==> src/shared/tsd_pkg.sv <==
package tsd_pkg;
    // Register offsets on the register interface.
    localparam logic [8:0] gain_trim_off = 9'h07a;
    localparam logic [8:0] bandgap_trim_off = 9'h07c;
    localparam logic [8:0] term_trim_a_off = 9'h07e;
    localparam logic [8:0] term_trim_b_off = 9'h07f;
    localparam logic [8:0] term_trim_c_off = 9'h080;
    localparam logic [8:0] term_trim_d_off = 9'h081;
    localparam logic [8:0] swap_overlap_off = 9'h09a;
    // Field positions and widths.
    localparam int bandgap_field_msb = 3;
    localparam int overlap_field_msb = 4;
    // Reset values.
    localparam logic [7:0] swap_overlap_reset = 8'h08;
    localparam logic [7:0] trim_fixed_reset = 8'h00;
    // Fixed part of the overlap window, in converter clock cycles.
    localparam logic [6:0] overlap_base_cycles = 7'h04;
    // Number of termination trim channels.
    localparam int term_chan_count = 4;
    // Fuse loader states.
    typedef enum logic [1:0] {
        tsd_fuse_idle_e = 2'b00,
        tsd_fuse_load_e = 2'b01,
        tsd_fuse_done_e = 2'b10
    } tsd_fuse_state_t;
endpackage

==> src/core/tsd_overlap_calc.sv <==
`timescale 1ns/10ps
// Turns the programmed overlap delay into the swap overlap length in converter cycles.
module tsd_overlap_calc (
    input wire logic clk_i,
    input wire logic reset_n_i,
    input wire logic [4:0] delay_i,
    output logic [6:0] cycles_o
);
    // Registered so the analog side sees a clean, glitch-free count.
    always_ff @(posedge clk_i or negedge reset_n_i)
    begin
        if (!reset_n_i)
        begin
            // Matches the reset delay so the sequencer never sees a stale length.
            cycles_o <= tsd_pkg::overlap_base_cycles + {tsd_pkg::swap_overlap_reset[5:0], 1'b0};
        end
        else
        begin
            // Base four cycles plus two per step of delay.
            cycles_o <= tsd_pkg::overlap_base_cycles + {1'b0, delay_i, 1'b0};
        end
    end
endmodule

==> src/core/tsd_trim_regs.sv <==
`timescale 1ns/10ps
module tsd_trim_regs (
    input wire logic clk_i,
    input wire logic reset_n_i,
    input wire logic [8:0] reg_addr_i,
    input wire logic reg_wr_i,
    input wire logic [7:0] reg_wdata_i,
    input wire logic reg_rd_i,
    input wire logic fuse_valid_i,
    input wire logic [7:0] fuse_gain_i,
    input wire logic [7:0] fuse_bandgap_i,
    input wire logic [31:0] fuse_term_i,
    output logic [7:0] reg_rdata_o,
    output logic reg_rvalid_o,
    output logic fuse_done_o,
    output logic [7:0] gain_trim_o,
    output logic [3:0] bandgap_trim_o,
    output logic [31:0] term_trim_o,
    output logic [4:0] swap_overlap_delay_o,
    output logic [6:0] overlap_cycles_o
);
    // Stored register images, full eight bits so reserved bits read back.
    logic [7:0] gain_trim_value;
    logic [7:0] bandgap_trim_value;
    logic [7:0] term_trim [tsd_pkg::term_chan_count];
    logic [7:0] swap_overlap_delay;
    // Fuse loader state.
    tsd_pkg::tsd_fuse_state_t fuse_state;
    tsd_pkg::tsd_fuse_state_t next_fuse_state;
    logic fuse_load;
    // Read data mux result.
    logic [7:0] next_rdata;
    // Decoded termination channel select, shared by the write enables and the read mux.
    logic [2:0] term_sel;

    // Decodes a termination channel offset into its index; hit flags a match.
    function automatic logic [2:0] term_decode(input logic [8:0] addr);
        logic [2:0] r;
        r = 3'b000;
        case (addr)
            tsd_pkg::term_trim_a_off: r = 3'b100;
            tsd_pkg::term_trim_b_off: r = 3'b101;
            tsd_pkg::term_trim_c_off: r = 3'b110;
            tsd_pkg::term_trim_d_off: r = 3'b111;
            default: r = 3'b000;
        endcase
        // Every other offset decodes to zero, so bit 2 doubles as the hit flag.
        return r;
    endfunction

    // Decoded once here; a select on a function result is not portable.
    assign term_sel = term_decode(reg_addr_i);

    // Fuse data is only trusted once fuse_valid_i is seen after reset release;
    // the async reset itself can only load constants.
    always_comb
    begin
        next_fuse_state = fuse_state;
        case (fuse_state)
            tsd_pkg::tsd_fuse_idle_e: if (fuse_valid_i) next_fuse_state = tsd_pkg::tsd_fuse_load_e;
            tsd_pkg::tsd_fuse_load_e: next_fuse_state = tsd_pkg::tsd_fuse_done_e;
            tsd_pkg::tsd_fuse_done_e: next_fuse_state = tsd_pkg::tsd_fuse_done_e;
            default: next_fuse_state = tsd_pkg::tsd_fuse_idle_e;
        endcase
    end
    assign fuse_load = (fuse_state == tsd_pkg::tsd_fuse_load_e);

    // Loader state register.
    always_ff @(posedge clk_i or negedge reset_n_i)
    begin
        if (!reset_n_i)
        begin
            fuse_state <= tsd_pkg::tsd_fuse_idle_e;
            fuse_done_o <= 1'b0;
        end
        else
        begin
            fuse_state <= next_fuse_state;
            fuse_done_o <= (next_fuse_state == tsd_pkg::tsd_fuse_done_e);
        end
    end

    // Gain trim: one value for all cores, loaded from fuses then writable.
    always_ff @(posedge clk_i or negedge reset_n_i)
    begin
        if (!reset_n_i)
        begin
            gain_trim_value <= tsd_pkg::trim_fixed_reset;
        end
        else if (fuse_load)
        begin
            gain_trim_value <= fuse_gain_i;
        end
        else if (reg_wr_i && reg_addr_i == tsd_pkg::gain_trim_off)
        begin
            gain_trim_value <= reg_wdata_i;
        end
    end

    // Band-gap trim; reserved upper nibble is stored so it reads back as written.
    always_ff @(posedge clk_i or negedge reset_n_i)
    begin
        if (!reset_n_i)
        begin
            bandgap_trim_value <= tsd_pkg::trim_fixed_reset;
        end
        else if (fuse_load)
        begin
            bandgap_trim_value <= {4'h0, fuse_bandgap_i[tsd_pkg::bandgap_field_msb:0]};
        end
        else if (reg_wr_i && reg_addr_i == tsd_pkg::bandgap_trim_off)
        begin
            bandgap_trim_value <= reg_wdata_i;
        end
    end

    // One termination trim per input channel, each at consecutive offsets.
    genvar ch;
    generate
        for (ch = 0; ch < tsd_pkg::term_chan_count; ch++)
        begin : g_term
            // Each channel owns its flop, so no two processes share one array variable.
            logic [7:0] trim_q;
            always_ff @(posedge clk_i or negedge reset_n_i)
            begin
                if (!reset_n_i)
                begin
                    trim_q <= tsd_pkg::trim_fixed_reset;
                end
                else if (fuse_load)
                begin
                    trim_q <= fuse_term_i[ch*8 +: 8];
                end
                else if (reg_wr_i && term_sel == {1'b1, 2'(ch)})
                begin
                    trim_q <= reg_wdata_i;
                end
            end
            // The read mux indexes the array by channel.
            assign term_trim[ch] = trim_q;
            // Trim outputs come straight from the stored registers.
            assign term_trim_o[ch*8 +: 8] = trim_q;
        end
    endgenerate

    // Overlap delay has a fixed reset and no fuse source. Calibration gating
    // is the software's job, so writes are taken at any time.
    // A write made while calibration runs would still land; keeping it out is up to software.
    always_ff @(posedge clk_i or negedge reset_n_i)
    begin
        if (!reset_n_i)
        begin
            swap_overlap_delay <= tsd_pkg::swap_overlap_reset;
        end
        else if (reg_wr_i && reg_addr_i == tsd_pkg::swap_overlap_off)
        begin
            swap_overlap_delay <= reg_wdata_i;
        end
    end

    // Read mux; unmapped offsets read as zero.
    always_comb
    begin
        next_rdata = 8'h00;
        case (reg_addr_i)
            tsd_pkg::gain_trim_off: next_rdata = gain_trim_value;
            tsd_pkg::bandgap_trim_off: next_rdata = bandgap_trim_value;
            tsd_pkg::swap_overlap_off: next_rdata = swap_overlap_delay;
            default:
            begin
                // Only a termination offset sets the hit flag; all else reads zero.
                if (term_sel[2])
                begin
                    next_rdata = term_trim[term_sel[1:0]];
                end
            end
        endcase
    end

    // Read data is registered; one-cycle valid after the read strobe.
    always_ff @(posedge clk_i or negedge reset_n_i)
    begin
        if (!reset_n_i)
        begin
            reg_rdata_o <= 8'h00;
            reg_rvalid_o <= 1'b0;
        end
        else
        begin
            reg_rvalid_o <= reg_rd_i;
            if (reg_rd_i)
            begin
                reg_rdata_o <= next_rdata;
            end
        end
    end

    // Analog-facing trim values; only the defined fields leave the bank.
    assign gain_trim_o = gain_trim_value;
    assign bandgap_trim_o = bandgap_trim_value[tsd_pkg::bandgap_field_msb:0];
    assign swap_overlap_delay_o = swap_overlap_delay[tsd_pkg::overlap_field_msb:0];

    // Overlap length for the swap sequencer.
    tsd_overlap_calc u_overlap (
        .clk_i(clk_i),
        .reset_n_i(reset_n_i),
        .delay_i(swap_overlap_delay[tsd_pkg::overlap_field_msb:0]),
        .cycles_o(overlap_cycles_o)
    );
endmodule

==> config.mk <==
export PLATFORM = sky130hd
export DESIGN_NAME = tsd_trim_regs
export DESIGN_NICKNAME = d
export VERILOG_FILES = /design/src/shared/tsd_pkg.sv /design/src/core/tsd_overlap_calc.sv /design/src/core/tsd_trim_regs.sv
export SDC_FILE = /design/constraint.sdc
export NUM_CORES = 1
export LEC_CHECK = 0
export ABC_AREA = 1
export BUFFER_PORTS_ARGS = -buffer_cell sky130_fd_sc_hd__buf_2
export CAP_MARGIN = 20
export CORE_ASPECT_RATIO = 1.4
export CORE_MARGIN = 5
export CORE_UTILIZATION = 45
export DETAILED_ROUTE_END_ITERATION = 16
export PLACE_DENSITY_LB_ADDON = 0.2
export REMOVE_ABC_BUFFERS = 1
export SYNTH_ARGS = -nofsm -noshare
export SYNTH_HDL_FRONTEND = slang
export SYNTH_HIERARCHICAL = 1
export SYNTH_SLANG_ARGS = --single-unit
==> constraint.sdc <==
create_clock -name clk_i -period 2.2 [get_ports clk_i]
set_input_delay 0 -clock clk_i [delete_from_list [all_inputs] [get_ports clk_i]]
set_output_delay 0 -clock clk_i [all_outputs]
set_load 0.01 [all_outputs]
Word-level counts from Yosys, hierarchy flattened
Cells that the tools add are included.

storage, ports and cells
  bits in registers = 75

cells by class
  add/sub/neg operators = 1
  $lt $le $gt $ge = 1
  equal/unequal tests = 14
  multiplexer cells = 20
  bitwise operators = 1
  reductions and logical operators = 15

operator list
  kind                 count
  $mux 8               15
  $eq 9x7->1 const B   4
  $eq 9x8->1 const B   3
  $pmux 8 s3           1
  $bmux 8 s2           1
  $eq 3x3->1 const B   4
  $pmux 3 s4           1
  $reduce_bool 2->1    6
  $add 3x6->7 const A  1
  $logic_and 1x1->1    7
  $eq 2x2->1 const B   2
  $pmux 2 s2           1
  $ge 3x3->1 const B   1
  $not 2->3            1
  $eq 2x1->1 const B   1
  $logic_not 2->1      1
  $mux 2               1
  $reduce_or 2->1      1

Longest topological paths before layout
  depth in word-level cells = 8
  mapped depth = 11
  depth with buffers taken out = 10

Hierarchy
Netlist, hierarchy kept.

modules (own cells, without submodules)
  module            instances  cells each  area each (µm²)  sequential area each (µm²)
  tsd_trim_regs     1          469         3943.8           1702.9
  tsd_overlap_calc  1          18          219.0            152.6

Worst setup path after synthesis
OpenSTA, ideal clock, no wires.

  path kind = reg2reg
  start = register fuse_state[0]
  end = register g_term[1].trim_q[5]
  setup time = 0.073 ns
  arrival = 1.513 ns
  setup slack = 0.614 ns
  stages on the path, launching flop included = 9
  path buffers = 2
  cells stage by stage = dfrtp_1 ha_1 buf_2 inv_1 buf_6 nand2_1 inv_1 a21oi_1 a21oi_2

on the way
  longest elaborated chain between the ends = 2
  elaborated cells on any way between the ends = 3
  classes of those cells = eq/ne: 1; mux: 1; reduce/logical: 1

RTL lines
  what                                         RTL line              text
  start, declared                              tsd_trim_regs.sv:28   tsd_pkg::tsd_fuse_state_t fuse_state;
  start signal, assigned                       tsd_trim_regs.sv:73   fuse_state <= tsd_pkg::tsd_fuse_idle_e;
  start signal, assigned                       tsd_trim_regs.sv:78   fuse_state <= next_fuse_state;
  $eq 2x1->1 (*)                               tsd_trim_regs.sv:66   assign fuse_load = (fuse_state == tsd_pkg::tsd_fuse_load_e);
  $mux 8 or $reduce_bool 2->1 (tied branches)  -
  end signal, assigned                         tsd_trim_regs.sv:128  trim_q <= tsd_pkg::trim_fixed_reset;
  end signal, assigned                         tsd_trim_regs.sv:132  trim_q <= fuse_term_i[ch*8 +: 8];
  end signal, assigned                         tsd_trim_regs.sv:136  trim_q <= reg_wdata_i;
  end, declared                                tsd_trim_regs.sv:123  logic [7:0] trim_q;

Every way passes the cells marked *; elsewhere a longest branch is shown, timed or not.
A chain may end at the register's enable or synchronous reset.

Final worst setup path
  start = register fuse_state[0]
  end = register gain_trim_value[0] (netlist: gain_trim_o[0])

on the way
  longest elaborated chain between the ends = 2
  elaborated cells on any way between the ends = 3
  classes of those cells = eq/ne: 1; mux: 1; reduce/logical: 1

RTL lines
  what                                         RTL line             text
  $eq 2x1->1 (*)                               tsd_trim_regs.sv:66
  $mux 8 or $reduce_bool 2->1 (tied branches)  -
  end signal, assigned                         tsd_trim_regs.sv:88  gain_trim_value <= tsd_pkg::trim_fixed_reset;
  end signal, assigned                         tsd_trim_regs.sv:92  gain_trim_value <= fuse_gain_i;
  end signal, assigned                         tsd_trim_regs.sv:96  gain_trim_value <= reg_wdata_i;
  end, declared                                tsd_trim_regs.sv:23  logic [7:0] gain_trim_value;

Marked as above.

==> results.md <==
- Vias post-DR: 3963
- Clock network power share: 25.7%
- GRT overflow: 0
- Hold_buf cts: 55
- Vias in the first global route: 4051
- Ratio of cells with drive above 1 in the final layout: 34.74%
- Max cap viols: 0
- Post-Synth Simple-Gate Area: 28.31%
- First-pass GRT wire length: 20.27 mm
- Fin. Hold Viols: 0
- R2R setup slack: 0.63 ns
- Filler instances: 749
- Final Cell Area: approximately 5600 µm²
- WL final: 12.48 mm
- RSZ-0062 raised after global routing: false
- Final Slew Violations: 0
- Most common cell on crit path: inv_1
- Die Ht: about 120 µm
- # IOs: 136
- Final GP Congestion: ~0.9
- Pre-CTS setup slack: 0.6193 ns
- Synth Area in Adders: 0.9017%
- CP required: about 2.5 ns
- Remaining DRCs: 0
- Combinational power share: 38.4%
- Status: completed
- Post-CTS setup buffers: 0
- Period utilization: a little under three quarters
- Worst IR Drop VDD: 935.2 µV
- Core footprint: 9029 µm²
- Fmax: approximately 640 MHz
- Seq cells post-synth: 74
- CP arrival: 1.85 ns
- Min Clock Period, post-route: 1.574 ns
- CTS HTree Levels: 3
- Part of the power in registers: 36.0%
- WS Path Type: reg -> reg
- Overall routing resource usage: 22.82%
- Rows: 41
- Sw frac: a little under 40%
- Buf/Inv on CP: 3
- Mapped cell area: 4163 µm²
- Commonest non-fill, non-tap cell in the layout: buf_2
- DR iter-0 viols: around 200
- Sw Pwr: 0.002410 W
- Dpl hpwl: around 8.8 mm
- Die area: between 10000 and 15000 µm²
- P_int: 0.003837 W
- Fin nets: 730
- Seq/Total Area, Yosys: 44.57%
- Starting Density: 46.11%
- Crit path capture type: register
- CTS max path bufs: 2
- Antenna diodes: 0
- Final worst slack: 0.6258 ns
- Actual slew at the worst max-slew pin: 0.9335 ns
- Clk_skew: between 0.005 and 0.006 ns
- Worst-Skew Late Latency: 0.34 ns
- Post-detailed-route wirelength per cell: 16.23 µm
- Largest family of logic cells by synthesized area: simple AND/OR/NAND/NOR gates
- Reg clk slew, reported paths: 0.06 ns
- Leak pwr: 2.790 nW
- Largest delay contributor family on the critical path: buffers and inverters
- Number of clock sinks: 74
- Drt via density: a little over 5
- Die X: 91.29 µm
- Post-synthesis mux area share: 0%
- Compound-Gate Fraction of Synth Area: between 10% and 20%
- CP max-delay cell: dfrtp_1
- Xor and xnor area share after synthesis: 0.2104%
- HP Class: in -> reg
- IO Port Bufs: 130
- Pwr/cell area: 1108 nW/µm²
- Netlist cell types: 38
- Initial DRT Pass Iterations: 5
- CTS tree: yes
- Post-DRT Antenna Nets: 0
- Syn_area_per_cell: 8.548 µm²
- Largest net degree at the start of global routing: 75
- Post-Place Cell Area: 4766 µm²
- Warning count from the yosys run: 6
- Syn-to-layout area delta: 35.50%
- Initial antenna violation count: 0
- Crit path largest cell delay: 0.39 ns
- CP Launch Type: register
- Cts repair resizes: 0
- Crit path cell chain: ha_1 > inv_1 > buf_12 > nand2_1 > inv_1 > a21oi_1 > a21oi_2
- Total CTS buffers: 9
- Max FO, Critical Path: 24
- Cell count after synthesis: 487
- Commonest non-fill, non-tap cells in the layout: 129 x buf_2, 109 x nand2_1, 71 x dfrtp_1
- Max-slew headroom: 37.77%
- CTS Root Cell: clkbuf_16
- Setup violations, final: 0
kinds of logic (layout without fill, tap and decap cells):
family	Yosys count	in the layout
compound gates	98	98
xor+xnor	1	1
fa+ha+maj	3	3
buf+inv	69	244
flops	74	74
other cells	1	1
simple gates	241	241
cell usage after synthesis (all sizes together):
| cell | instances | area [µm²] |
|---|---|---|
| nor2 | 53 | 265.3 |
| buf | 25 | 203.9 |
| o211ai | 14 | 155.2 |
| xor2 | 1 | 8.760 |
| conb | 1 | 3.750 |
| o21ai | 26 | 175.2 |
| and2 | 2 | 12.51 |
| inv | 40 | 150.1 |
| nand4 | 11 | 98.84 |
| dfstp | 3 | 78.83 |
| nor3 | 1 | 5.000 |
| a21oi | 56 | 359.1 |
| o21a | 1 | 7.510 |
| o31ai | 1 | 12.51 |
| dfrtp | 71 | 1777 |
| ha | 3 | 37.54 |
| nand2 | 118 | 489.2 |
| clkbuf | 4 | 15.01 |
| nand3 | 56 | 307.8 |
per-stage QoR:
stage	util, %	setup TNS (ns)	instances	hold WS (ns)	power (W)
floorplan	-	-17.06	458	-0.2956	0.003652
global placement	52.79	0	698	0.2030	0.004531
detailed placement	52.79	0	698	0.2064	0.004601
CTS	62.47	0	769	0.1504	0.006288
global route	62.47	0	769	0.1859	0.006660
finish	62.47	0	769	0.1561	0.006247
worst paths after layout:
check                                       from                     to  depth (start not counted)
setup / recovery                   fuse_state[0]         gain_trim_o[0]                          7
hold / removal                          reg_wr_i    g_term[1].trim_q[0]                          3
setup reg to reg                   fuse_state[0]         gain_trim_o[0]                          7
hold reg to reg            swap_overlap_delay[0]  u_overlap/cycles_o[1]                          0
max in group asynchronous              reset_n_i    g_term[1].trim_q[3]                          2
min in group asynchronous              reset_n_i  bandgap_trim_value[0]                          2
cell type report:
type,instances,area [µm²],share of cell area (%)
Clock inverter,7,98.84,1.752
Timing Repair Buffer,188,1239,21.96
Sequential cell,74,1856,32.90
Inverter,40,150.1,2.662
Clock buffer,9,225.2,3.993
Tap cell,107,133.9,2.374
Multi-Input combinational cell,344,1938,34.36
metal layers:
metal / up-vias / track usage (%) / routed length, µm
met2: 140 / 40.16 / 6464
met4: 0 / 9.725 / 298
met5: - / 0 / 0
met1: 1850 / 27.40 / 4973
li1: 1949 / - / -
met3: 24 / 4.109 / 748
power by group through the flow:
stage	sequential (W)	combinational [W]	clock, W
final	0.00225	0.00240	0.00160
after global routing	0.00231	0.00267	0.00168
after CTS	0.00225	0.00242	0.00162
after detailed placement	0.00226	0.00234	0
after global placement	0.00225	0.00229	0
after floorplan	0.00237	0.00128	0
sequential cells by signal (all words and copies together), names as in the netlist:
register	cells
bandgap_trim_value	8
fuse_done_o	1
fuse_state	2
g_term.trim_q	32
gain_trim_o	8
reg_rdata_o	8
reg_rvalid_o	1
swap_overlap_delay	8
u_overlap/cycles_o	6
worst reg2reg max path, cell delays in order, from the launching register on:
cell	delay [ns]
dfrtp_1	0.39
ha_1	0.21
inv_1	0.09
buf_12	0.19
nand2_1	0.17
inv_1	0.21
a21oi_1	0.09
a21oi_2	0.16
Note: power is estimated with default switching activity, not from simulation.
